File: src/sacc_pkg.sv
package sacc_pkg;

	// Register addresses on the special function register port
	localparam logic [7:0] CFG_ADDR  = 8'hbc;
	localparam logic [7:0] CTRL_ADDR = 8'he8;

	// Control register field positions
	localparam int CTRL_ON_BIT    = 7;
	localparam int CTRL_BURST_BIT = 6;
	localparam int CTRL_DONE_BIT  = 5;
	localparam int CTRL_BUSY_BIT  = 4;
	localparam int CTRL_WIN_BIT   = 3;
	localparam int CTRL_SRC_LSB   = 0;

	// Configuration register field positions
	localparam int CFG_DIV_LSB   = 3;
	localparam int CFG_EIGHT_BIT = 2;
	localparam int CFG_TRACK_BIT = 1;
	localparam int CFG_GAIN_BIT  = 0;

	// Values after reset
	localparam logic [7:0] CTRL_RESET = 8'h00;
	localparam logic [7:0] CFG_RESET  = 8'hf9;

	// Start source encodings
	localparam logic [2:0] SRC_SOFTWARE = 3'h0;
	localparam logic [2:0] SRC_TIMER0   = 3'h1;
	localparam logic [2:0] SRC_TIMER2   = 3'h2;
	localparam logic [2:0] SRC_TIMER3   = 3'h3;

	// Clock rates and the low-power oscillator prescale
	localparam int SYS_CLK_MHZ = 200;
	localparam int LPO_CLK_MHZ = 20;
	localparam logic [3:0] LPO_LAST = 4'(SYS_CLK_MHZ / LPO_CLK_MHZ - 1);

	// Counts in SAR clocks
	localparam logic [3:0] TRACK_CLKS   = 4'h3;
	localparam logic [3:0] CONV_CLKS_10 = 4'hd;
	localparam logic [3:0] CONV_CLKS_8  = 4'hb;

	typedef enum logic [1:0] {
		ST_IDLE,
		ST_TRACK,
		ST_CONV
	} sacc_state_e;

endpackage

File: src/sacc_div_if.sv
`timescale 1ns/1ps
`default_nettype none

interface sacc_div_if;
	logic       burst;
	logic [4:0] div;
	logic       run;
	logic       sar_tick;

	modport core (output burst, output div, output run, input sar_tick);
	modport div_end (input burst, input div, input run, output sar_tick);
endinterface // sacc_div_if

`default_nettype wire

File: src/sacc_pin_sync.sv
`timescale 1ns/1ps
`default_nettype none

module sacc_pin_sync (
	// Clock and reset
	input  wire logic clk_i,
	input  wire logic srst_i,
	// Pin and its rising edge
	input  wire logic pin_i,
	output logic      rise_o
);

	logic s1_q, s2_q, s3_q, stable_q, rise_q;
	logic stable_d, rise_d;

	// Edge counts only once stages two and three agree
	always_comb begin
		stable_d = (s2_q == s3_q) ? s2_q : stable_q;
		rise_d   = (s2_q == s3_q) && s2_q && !stable_q;
	end

	always_ff @(posedge clk_i) begin
		if (srst_i) begin
			s1_q     <= 1'b0;
			s2_q     <= 1'b0;
			s3_q     <= 1'b0;
			stable_q <= 1'b0;
			rise_q   <= 1'b0;
		end else begin
			s1_q     <= pin_i;
			s2_q     <= s1_q;
			s3_q     <= s2_q;
			stable_q <= stable_d;
			rise_q   <= rise_d;
		end
	end

	assign rise_o = rise_q;

endmodule // sacc_pin_sync

`default_nettype wire

File: src/sacc_divider.sv
`timescale 1ns/1ps
`default_nettype none

module sacc_divider import sacc_pkg::*; (
	// Clock and reset
	input  wire logic  clk_i,
	input  wire logic  srst_i,
	// Link to the core
	sacc_div_if.div_end div_if
);

	logic [3:0] lpo_cnt_q, lpo_cnt_d;
	logic [4:0] src_cnt_q, src_cnt_d;
	logic       tick_q, tick_d;
	logic       lpo_tick, src_en;

	always_comb begin
		lpo_tick  = (lpo_cnt_q == LPO_LAST);
		lpo_cnt_d = lpo_tick ? 4'h0 : lpo_cnt_q + 4'h1;
		src_en    = div_if.burst ? lpo_tick : 1'b1;
		src_cnt_d = src_cnt_q;
		tick_d    = 1'b0;
		if (!div_if.run) begin
			src_cnt_d = 5'h00;
		end else if (src_en) begin
			if (src_cnt_q == div_if.div) begin
				src_cnt_d = 5'h00;
				tick_d    = 1'b1;
			end else begin
				src_cnt_d = src_cnt_q + 5'h01;
			end
		end
	end

	// Prescaler runs free so the oscillator phase is independent
	always_ff @(posedge clk_i) begin
		if (srst_i) begin
			lpo_cnt_q <= 4'h0;
			src_cnt_q <= 5'h00;
			tick_q    <= 1'b0;
		end else begin
			lpo_cnt_q <= lpo_cnt_d;
			src_cnt_q <= src_cnt_d;
			tick_q    <= tick_d;
		end
	end

	assign div_if.sar_tick = tick_q;

endmodule // sacc_divider

`default_nettype wire

File: src/sacc_core.sv
`timescale 1ns/1ps
`default_nettype none

// What this block does
// - Enable bit clear means converter shut down
// - Control bit six selects burst operation
// - Done flag set per conversion or burst
// - Busy write starts conversion when source software
// - Window flag set when result inside bounds
// - Source field picks software, timers or pin
// - SAR clock is source over divider plus one
// - Source is system clock, or oscillator in burst
// - Normal tracking converts right after start
// - Delayed tracking waits three SAR clocks first
// - Eight-bit mode: two clocks shorter, low zero
// - Gain bit picks unity or half gain
module sacc_core import sacc_pkg::*; (
	// Clock and reset
	input  wire logic       clk_i,
	input  wire logic       srst_i,
	// Special function register port
	input  wire logic [7:0] sfr_addr_i,
	input  wire logic       sfr_wr_i,
	input  wire logic [7:0] sfr_wdata_i,
	output logic      [7:0] sfr_rdata_o,
	// Start sources
	input  wire logic       timer0_ovf_i,
	input  wire logic       timer2_ovf_i,
	input  wire logic       timer3_ovf_i,
	input  wire logic       external_convert_pin_i,
	// Analog front end
	input  wire logic [9:0] sample_data_i,
	output logic            converter_on_o,
	output logic            tracking_o,
	output logic            input_gain_select_o,
	output logic            burst_sequence_on_o,
	// Window bounds
	input  wire logic [15:0] window_lower_bound_i,
	input  wire logic [15:0] window_upper_bound_i,
	// Results and flags
	output logic      [7:0] result_high_byte_o,
	output logic      [7:0] result_low_byte_o,
	output logic            conv_done_flag_o,
	output logic            window_hit_flag_o
);

	sacc_div_if div_if ();

	sacc_state_e state_q, state_d;
	logic [3:0]  cnt_q, cnt_d;
	logic        on_q, on_d;
	logic        burst_q, burst_d;
	logic        done_q, done_d;
	logic        win_q, win_d;
	logic [2:0]  src_q, src_d;
	logic [7:0]  cfg_q, cfg_d;
	logic [7:0]  res_hi_q, res_hi_d;
	logic [7:0]  res_lo_q, res_lo_d;
	logic [7:0]  rdata_q, rdata_d;
	logic        ext_rise, ctrl_wr, cfg_wr, sw_start;
	logic        trig, start, conv_end, in_window, tick;
	logic [3:0]  conv_last;
	logic        eight, delayed;
	logic        trk_q, trk_d;

	sacc_divider u_div (
		.clk_i  (clk_i),
		.srst_i (srst_i),
		.div_if (div_if.div_end)
	);

	sacc_pin_sync u_pin (
		.clk_i  (clk_i),
		.srst_i (srst_i),
		.pin_i  (external_convert_pin_i),
		.rise_o (ext_rise)
	);

	assign div_if.burst = burst_q;
	assign div_if.div   = cfg_q[CFG_DIV_LSB +: 5];
	assign div_if.run   = (state_q != ST_IDLE);
	assign tick         = div_if.sar_tick;
	assign eight        = cfg_q[CFG_EIGHT_BIT];
	assign delayed      = cfg_q[CFG_TRACK_BIT];

	// Trigger selection
	always_comb begin
		ctrl_wr  = sfr_wr_i && (sfr_addr_i == CTRL_ADDR);
		cfg_wr   = sfr_wr_i && (sfr_addr_i == CFG_ADDR);
		sw_start = ctrl_wr && sfr_wdata_i[CTRL_BUSY_BIT]
			&& (src_q == SRC_SOFTWARE);
		case (src_q)
			SRC_SOFTWARE: trig = sw_start;
			SRC_TIMER0:   trig = timer0_ovf_i;
			SRC_TIMER2:   trig = timer2_ovf_i;
			SRC_TIMER3:   trig = timer3_ovf_i;
			default:      trig = ext_rise;
		endcase
		start = trig && on_q && (state_q == ST_IDLE);
	end

	// Conversion sequence
	always_comb begin
		state_d   = state_q;
		cnt_d     = cnt_q;
		conv_end  = 1'b0;
		conv_last = (eight ? CONV_CLKS_8 : CONV_CLKS_10) - 4'h1;
		case (state_q)
			ST_IDLE: begin
				cnt_d = 4'h0;
				if (start) begin
					state_d = delayed ? ST_TRACK : ST_CONV;
				end
			end
			ST_TRACK: begin
				if (tick) begin
					if (cnt_q == TRACK_CLKS - 4'h1) begin
						state_d = ST_CONV;
						cnt_d   = 4'h0;
					end else begin
						cnt_d = cnt_q + 4'h1;
					end
				end
			end
			ST_CONV: begin
				if (tick) begin
					if (cnt_q == conv_last) begin
						state_d  = ST_IDLE;
						cnt_d    = 4'h0;
						conv_end = 1'b1;
					end else begin
						cnt_d = cnt_q + 4'h1;
					end
				end
			end
			default: begin
				state_d = ST_IDLE;
				cnt_d   = 4'h0;
			end
		endcase
		if (!on_q) begin
			state_d  = ST_IDLE;
			cnt_d    = 4'h0;
			conv_end = 1'b0;
		end
		// Registered so the pin carries no decode glitch
		trk_d = (state_d == ST_TRACK);
	end

	// Result capture and window test
	always_comb begin
		res_hi_d = res_hi_q;
		res_lo_d = res_lo_q;
		if (conv_end) begin
			if (eight) begin
				res_hi_d = sample_data_i[9:2];
				res_lo_d = 8'h00;
			end else begin
				res_hi_d = {6'h00, sample_data_i[9:8]};
				res_lo_d = sample_data_i[7:0];
			end
		end
		in_window = ({res_hi_d, res_lo_d} >= window_lower_bound_i)
			&& ({res_hi_d, res_lo_d} <= window_upper_bound_i);
	end

	// Register writes; hardware sets beat software clears
	always_comb begin
		on_d    = on_q;
		burst_d = burst_q;
		done_d  = done_q;
		win_d   = win_q;
		src_d   = src_q;
		cfg_d   = cfg_q;
		if (ctrl_wr) begin
			on_d    = sfr_wdata_i[CTRL_ON_BIT];
			burst_d = sfr_wdata_i[CTRL_BURST_BIT];
			done_d  = sfr_wdata_i[CTRL_DONE_BIT];
			win_d   = sfr_wdata_i[CTRL_WIN_BIT];
			src_d   = sfr_wdata_i[CTRL_SRC_LSB +: 3];
		end
		if (cfg_wr) begin
			cfg_d = sfr_wdata_i;
		end
		if (conv_end) begin
			done_d = 1'b1;
		end
		if (conv_end && in_window) begin
			win_d = 1'b1;
		end
	end

	// Read data, busy shows a conversion in progress
	always_comb begin
		case (sfr_addr_i)
			CTRL_ADDR: rdata_d = {on_q, burst_q, done_q,
				state_q != ST_IDLE, win_q, src_q};
			CFG_ADDR:  rdata_d = cfg_q;
			default:   rdata_d = 8'h00;
		endcase
	end

	always_ff @(posedge clk_i) begin
		if (srst_i) begin
			state_q  <= ST_IDLE;
			cnt_q    <= 4'h0;
			on_q     <= CTRL_RESET[CTRL_ON_BIT];
			burst_q  <= CTRL_RESET[CTRL_BURST_BIT];
			done_q   <= CTRL_RESET[CTRL_DONE_BIT];
			win_q    <= CTRL_RESET[CTRL_WIN_BIT];
			src_q    <= CTRL_RESET[CTRL_SRC_LSB +: 3];
			cfg_q    <= CFG_RESET;
			res_hi_q <= 8'h00;
			res_lo_q <= 8'h00;
			rdata_q  <= 8'h00;
			trk_q    <= 1'b0;
		end else begin
			state_q  <= state_d;
			cnt_q    <= cnt_d;
			on_q     <= on_d;
			burst_q  <= burst_d;
			done_q   <= done_d;
			win_q    <= win_d;
			src_q    <= src_d;
			cfg_q    <= cfg_d;
			res_hi_q <= res_hi_d;
			res_lo_q <= res_lo_d;
			rdata_q  <= rdata_d;
			trk_q    <= trk_d;
		end
	end

	assign sfr_rdata_o         = rdata_q;
	assign converter_on_o      = on_q;
	assign tracking_o          = trk_q;
	assign burst_sequence_on_o = burst_q;
	assign input_gain_select_o = cfg_q[CFG_GAIN_BIT];
	assign result_high_byte_o  = res_hi_q;
	assign result_low_byte_o   = res_lo_q;
	assign conv_done_flag_o    = done_q;
	assign window_hit_flag_o   = win_q;
endmodule // sacc_core

`default_nettype wire

File: config.mk
export PLATFORM = sky130hd
export DESIGN_NAME = sacc_core
export DESIGN_NICKNAME = d
export VERILOG_FILES = /design/src/sacc_pkg.sv /design/src/sacc_div_if.sv /design/src/sacc_pin_sync.sv /design/src/sacc_divider.sv /design/src/sacc_core.sv
export SDC_FILE = /design/constraint.sdc
export NUM_CORES = 1
export LEC_CHECK = 0
export ABC_CLOCK_PERIOD_IN_PS = 4300
export BUFFER_PORTS_ARGS = -buffer_cell sky130_fd_sc_hd__clkbuf_2
export CAP_MARGIN = 20
export CORE_MARGIN = 2
export CORE_UTILIZATION = 25
export DETAILED_ROUTE_END_ITERATION = 10
export GPL_ROUTABILITY_DRIVEN = 1
export RECOVER_POWER = 50
export SLEW_MARGIN = 20
export SYNTH_ARGS = -nofsm -noshare
export SYNTH_HDL_FRONTEND = slang
export SYNTH_SLANG_ARGS = --single-unit
File: constraint.sdc
create_clock -name clk_i -period 4.3 [get_ports clk_i]
set_clock_uncertainty 0.2 [all_clocks]
set_input_delay 0.645 -clock clk_i [delete_from_list [all_inputs] [get_ports clk_i]]
set_output_delay 0.645 -clock clk_i [all_outputs]
set_load 0.05 [all_outputs]
==> results.cfg, run 1 <==
[placement]
dp_cells = 682
io_buffers = 94
gp_congestion = 0.930
dpl.hpwl_mm = 7.62
postPlaceCellArea_um2 = 4220

[pwr]
power_leakage_nw = 2.00
vdd_drop_max_mv = 0.210
pwr-share-comb = 0.059
internal_power_w = 0.00115
pwr-share-clk = 0.548
p_sw_frac = 0.212
p_per_area_nw_per_um2 = 323
p_switching_w = 0.000309
p_seq_frac = 0.393

[clock_tree]
cts_buffers = 9
ctsHoldBuffers = 0
clk_pin_slew_ns = 0.05
numClockSinks = 61
cts_setup_buffers = 0
cts_resized = 0
root_buffer = clkbuf_16
cts_buffer_depth = 2
clk_latency_ns = 0.34
cts_htree_levels = 3
cts_tree = yes

[cells_and_area]
area_delta_synth_final_pct = 27.5
nets = 620
layout-drive-gt1-share = 0.205
num-fill-cells = 1472
layout.cells.non_filler = 698
fin_area_um2 = 4510
diodes = 0
final_common_cell = clkbuf_2
post-route-util = 0.325
mostFrequentLayoutCells = clkbuf_2, dfxtp_1, nand2_1, ha_1, inv_1

[setup_path]
arrival_ns = 3.67
worst-path-buf-inv = 0
cp_data_required_time_ns = 4.25
slowest_delay_ns = 0.69
path_cells = and3b_1 -> o211ai_2 -> o21ai_0 -> ha_1 -> nand4_1 -> or4_1 -> a21oi_1 -> nor3_1 -> a211oi_1 -> nor3_1
cp-start-kind = flip-flop
cp_max_fo = 22
crit_slowest_cell = o211ai_2
crit_top_cell = nor3_1
endpoint_kind = flip-flop
critPathKind = flip-flop to flip-flop
cp_top_family = compound AO/OA/AOI/OAI gates

[sta]
min_period_over_period = 0.866
tightest_slew_ns = 1.50
relSlewSlack = -0.000515
rsz0062_at_grt = no
setup_tns_ns = 0
fmax_mhz = 268
drv_slew = 30
period_minus_slack_ns = 3.73
hold_slack_ns = 0.231
setup_violations = 0
hold_viol_final = 0

[floorplanning]
die_h_um = 123
rows = 43
die_area_um2 = 15100
start_util = 0.255
boundaryPins = 95
coreArea_um2 = 13900
fp.dieW_um = 123

[global_routing]
grt_overflow = 0
grt_pass1_vias = 3302
track_usage = 0.136
grt_max_degree = 31
grt_pass1_wl_mm = 15.8
antenna_found_initial = 0

[routing]
vias = 3269
drt_iter0_markers = 155
first_pass_iters = 5
routed_wl_mm = 9.71
drc = 0
post_drt_wl_per_cell_um = 13.9
detail_route.vias_per_cell = 4.68
detail-route-antenna-nets = 0

[status]
violations = capacitance limit, slew limit
status = finished with violations

[synthesis]
synthesis.area_um2 = 3540
yosys_warnings = 0
avgSynthCellArea_um2 = 8.53
ys_async_sr_fraction = 0
synthFlopType = dfxtp_1
netlist_top_cells_area = dfxtp_1, ha_1, nor2b_1
yosysSeqAreaShare = 0.345
ys_ff_latch = 61
synth_cell_type_count = 49
synth_top_area_frac = 0.345
yosys.area.top_type = dfxtp_1
syn_inst = 415
synth_edf_count = 0
synthesis.nets = 522

[hold_path]
hold_class = flip-flop to flip-flop

[flow_run]
cap_violations = 1
routing by layer:
metal / global-route usage / vias up / share of wire
met1: 0.171 / 1508 / 0.45
met2: 0.218 / 129 / 0.48
met5: 0 / - / 0
met4: 0.0455 / 0 / 0.0092
met3: 0.0452 / 9 / 0.064
li1: - / 1623 / -
state kept, by name, indices dropped and copies added, names as in the netlist, 2 cells and up:
register and flops:
u_div.lpo_cnt_q 4, state_q 2, result_low_byte_o 8, sfr_rdata_o 8
cfg_q 8, cnt_q 4, src_q 3, u_div.src_cnt_q 5
result_high_byte_o 8
Yosys cell counts, drive strengths merged (2+ instances only):
| library cell | count |
|---|---|
| o211ai | 5 |
| xor2 | 8 |
| nand4 | 10 |
| nand3 | 10 |
| a221oi | 2 |
| mux2 | 4 |
| a21oi | 27 |
| a211o | 7 |
| inv | 38 |
| a22o | 2 |
| nand2 | 45 |
| or2 | 3 |
| ha | 42 |
| a211oi | 4 |
| and4bb | 3 |
| and2 | 3 |
| nor3 | 5 |
| nor2b | 28 |
| a21o | 5 |
| a22oi | 8 |
| nor3b | 4 |
| mux2i | 6 |
| o21ai | 21 |
| nor2 | 32 |
| xnor2 | 4 |
| nand2b | 9 |
| clkbuf | 8 |
| dfxtp | 61 |
| buf | 4 |
power groups by stage:
stage	clock network, W	logic (W)	registers (W)
5_1_grt	0.000849	0.0000983	0.000573
4_1_cts	0.000818	0.0000882	0.000573
3_3_place_gp	0	0.0000856	0.000584
3_5_place_dp	0	0.0000876	0.000585
2_1_floorplan	0	0.0000394	0.000585
6_report	0.000799	0.0000865	0.000573
final timing paths:
check | slack (ns) | endpoint | cells after the start | startpoint
max reg2reg | 0.57 | window_hit_flag_o | 10 | cnt_q[2]
min | 0.23 | u_pin.rise_o | 1 | u_pin.stable_q
max | 0.57 | window_hit_flag_o | 10 | cnt_q[2]
min reg2reg | 0.23 | u_pin.rise_o | 1 | u_pin.stable_q
cell families (layout without fill, tap and decap cells):
logic type / count (synthesis) / count (layout) / share of synthesized area
flip-flops: 61 / 61 / 0.345
AO/OA/AOI/OAI: 82 / 82 / 0.153
adder cells (fa/ha/maj): 42 / 42 / 0.148
multiplexers: 10 / 10 / 0.0318
XOR/XNOR: 12 / 12 / 0.0297
AND/OR/NAND/NOR: 158 / 158 / 0.236
buffers and inverters: 50 / 153 / 0.0559
stage by stage:
stage          worst slack, ns  total power (W)
5_1_grt                  0.198          0.00152
6_report                 0.574          0.00146
2_1_floorplan             1.05         0.000624
3_3_place_gp             0.746         0.000670
3_5_place_dp             0.624         0.000673
4_1_cts                  0.614          0.00148
layout make-up:
| class | count | area [µm²] | share of cell area |
|---|---|---|---|
| Clock inverter | 3 | 67.6 | 0.0150 |
| Sequential cell | 61 | 1220 | 0.271 |
| Clock buffer | 13 | 260 | 0.0577 |
| Tap cell | 180 | 225 | 0.0499 |
| Multi-Input combinational cell | 304 | 2120 | 0.470 |
| Inverter | 38 | 143 | 0.0316 |
| Timing Repair Buffer | 99 | 474 | 0.105 |
Note: power is estimated with default switching activity, not from simulation.
==> inputs of run 2 (changes only) <==
- ABC_AREA: default -> 1
==> run 2 against run 1 <==
The flow still finishes with violations (capacitance limit, slew limit). Wire length rose by 1.3%. Clock-buffer cell count is the same. Synthesized cell count is 20% higher. Global-route usage is 0.16 points lower. Highest routed layer unchanged. First-iteration DRC count is 15% higher. Register-to-register slack better by 0.42 ns. Flip-flop and latch count did not move. Combinational power is 3.9% lower. Maximum frequency grew 13%. Sequential share of layout area rose by 0.075 points. Worst hold slack lost 0.027 ns. Critical path depth up 6.
==> results.cfg, run 2 <==
[status]
status = finished with violations
violations = capacitance limit, slew limit

[routing]
detail_route.vias_per_cell = 4.40
routed_wl_mm = 9.84
detail-route-antenna-nets = 0
drt_iter0_markers = 179
drc = 0
post_drt_wl_per_cell_um = 12.6
first_pass_iters = 4
vias = 3427

[synthesis]
yosys.area.top_type = dfxtp_1
avgSynthCellArea_um2 = 7.14
synthesis.area_um2 = 3570
synthFlopType = dfxtp_1
yosysSeqAreaShare = 0.342
netlist_top_cells_area = dfxtp_1, ha_1, nand2_1
synthesis.nets = 607
ys_ff_latch = 61
synth_top_area_frac = 0.342
synthTopCellsByCount = nand2_1, inv_1, dfxtp_1
ys_async_sr_fraction = 0
yosys_warnings = 0
yosysMostFrequentCell = nand2_1
synth_edf_count = 0
synth_cell_type_count = 34
syn_inst = 500

[floorplanning]
coreArea_um2 = 13900
rows = 43
start_util = 0.256
die_h_um = 124
fp.dieW_um = 124
die_area_um2 = 15300
boundaryPins = 95

[clock_tree]
root_buffer = clkbuf_16
clk_pin_slew_ns = 0.05
cts_tree = yes
ctsHoldBuffers = 0
cts_setup_buffers = 0
cts_buffer_depth = 2
cts_resized = 0
cts_buffers = 9
numClockSinks = 61
clk_latency_ns = 0.33
cts_htree_levels = 3

[sta]
relSlewSlack = -0.0239
tightest_slew_ns = 1.54
setup_tns_ns = 0
drv_slew = 33
period_minus_slack_ns = 3.31
setup_violations = 0
fmax_mhz = 302
min_period_over_period = 0.770
rsz0062_at_grt = no
hold_slack_ns = 0.204
hold_viol_final = 0

[setup_path]
crit_top_cell = nand3_1
crit_slowest_cell = dfxtp_1
endpoint_kind = flip-flop
path_cells = inv_1 -> o21ai_2 -> nand3_2 -> nor2_4 -> nand3_4 -> clkinv_2 -> or2_2 -> o21ai_0 -> inv_1 -> ha_1 -> nand2_1 -> nor3_1 -> nand3_1 -> nand3_1 -> nand3_1 -> a21oi_1
worst-path-buf-inv = 3
cp_max_fo = 18
arrival_ns = 3.35
critPathKind = flip-flop to flip-flop
slowest_delay_ns = 0.41
cp_data_required_time_ns = 4.34
cp_top_family = simple AND/OR/NAND/NOR gates
cp-start-kind = flip-flop

[pwr]
power_leakage_nw = 2.26
pwr-share-comb = 0.057
p_sw_frac = 0.211
pwr-share-clk = 0.548
p_switching_w = 0.000306
internal_power_w = 0.00115
vdd_drop_max_mv = 0.165
p_per_area_nw_per_um2 = 323
p_seq_frac = 0.394

[global_routing]
track_usage = 0.134
grt_max_degree = 33
grt_overflow = 0
antenna_found_initial = 0
grt_pass1_vias = 3309
grt_pass1_wl_mm = 15.7

[flow_run]
cap_violations = 1

[cells_and_area]
diodes = 0
final_common_cell = nand2_1
post-route-util = 0.323
area_delta_synth_final_pct = 26.0
mostFrequentLayoutCells = nand2_1, inv_1, clkbuf_2, dfxtp_1, a21oi_1
regArea_um2 = 1220
layout-drive-gt1-share = 0.155
nets = 701
multi_input_area_um2 = 1980
num-fill-cells = 1498

[placement]
io_buffers = 94
dpl.hpwl_mm = 7.79
gp_congestion = 0.830

[hold_path]
hold_class = flip-flop to flip-flop
run 2: changes by cell type after synthesis, sizes merged, moves of 9 or more:
| cell | before | now |
|---|---|---|
| a21oi | 27 | 54 |
| inv | 38 | 81 |
| nand2 | 45 | 108 |
| nand2b | 9 | 0 |
| nand3 | 10 | 42 |
| nor2b | 28 | 0 |
| o21ai | 21 | 30 |
run 2: layer usage:
layer | share of wire | track usage | vias to the layer above
li1 | - | - | 1815
met1 | 0.44 | 0.162 | 1527
met2 | 0.48 | 0.225 | 71
met3 | 0.057 | 0.0369 | 14
met4 | 0.019 | 0.0547 | 0
met5 | 0 | 0 | -
run 2: cell type report:
cell class	instances	area share
multi-input cells	346	0.441
well taps	180	0.0501
flip-flops and latches	61	0.271
repair buffers	94	0.0962
inverters	82	0.0687
clock inverters	3	0.0150
clock buffers	13	0.0578
run 2: final timing paths:
kind	start	cells past startpoint	slack, ns	endpoint
hold reg to reg	u_pin.s1_q	2	0.20	u_pin.s2_q
hold / removal	u_pin.s1_q	2	0.20	u_pin.s2_q
setup / recovery	cfg_q[2]	16	0.99	window_hit_flag_o
setup reg to reg	cfg_q[2]	16	0.99	window_hit_flag_o
run 2: kinds of logic (layout without fill, tap and decap cells):
logic type,after synthesis,count (layout),synth area share
AND/OR/NAND/NOR,203,203,0.249
adder cells (fa/ha/maj),42,42,0.147
AO/OA/AOI/OAI,95,95,0.144
buffers and inverters,93,192,0.103
flip-flops,61,61,0.342
XOR/XNOR,6,6,0.0147
run 2: worst min-delay path: stages, from the launching register on:
cell and delay, ns:
dfxtp_1 0.29, inv_1 0.04, nor2_1 0.03
run 2: per-stage QoR:
step	std cells	setup WS, ns	power, W	instance area, µm²
after floorplan	500	1.79	0.000624	3570
after CTS	779	1.01	0.00146	4540
final	779	0.989	0.00145	4500
after detailed placement	763	1.02	0.000669	4210
after global placement	763	1.15	0.000669	4210
after global routing	779	0.611	0.00150	4500
run 2: power by group through the flow:
| stage | Combinational (W) | Sequential [W] | Clock (W) |
|---|---|---|---|
| CTS | 0.0000851 | 0.000573 | 0.000804 |
| floorplan | 0.0000396 | 0.000585 | 0 |
| global route | 0.0000957 | 0.000573 | 0.000831 |
| finish | 0.0000831 | 0.000573 | 0.000796 |
| detailed placement | 0.0000846 | 0.000585 | 0 |
| global placement | 0.0000842 | 0.000585 | 0 |
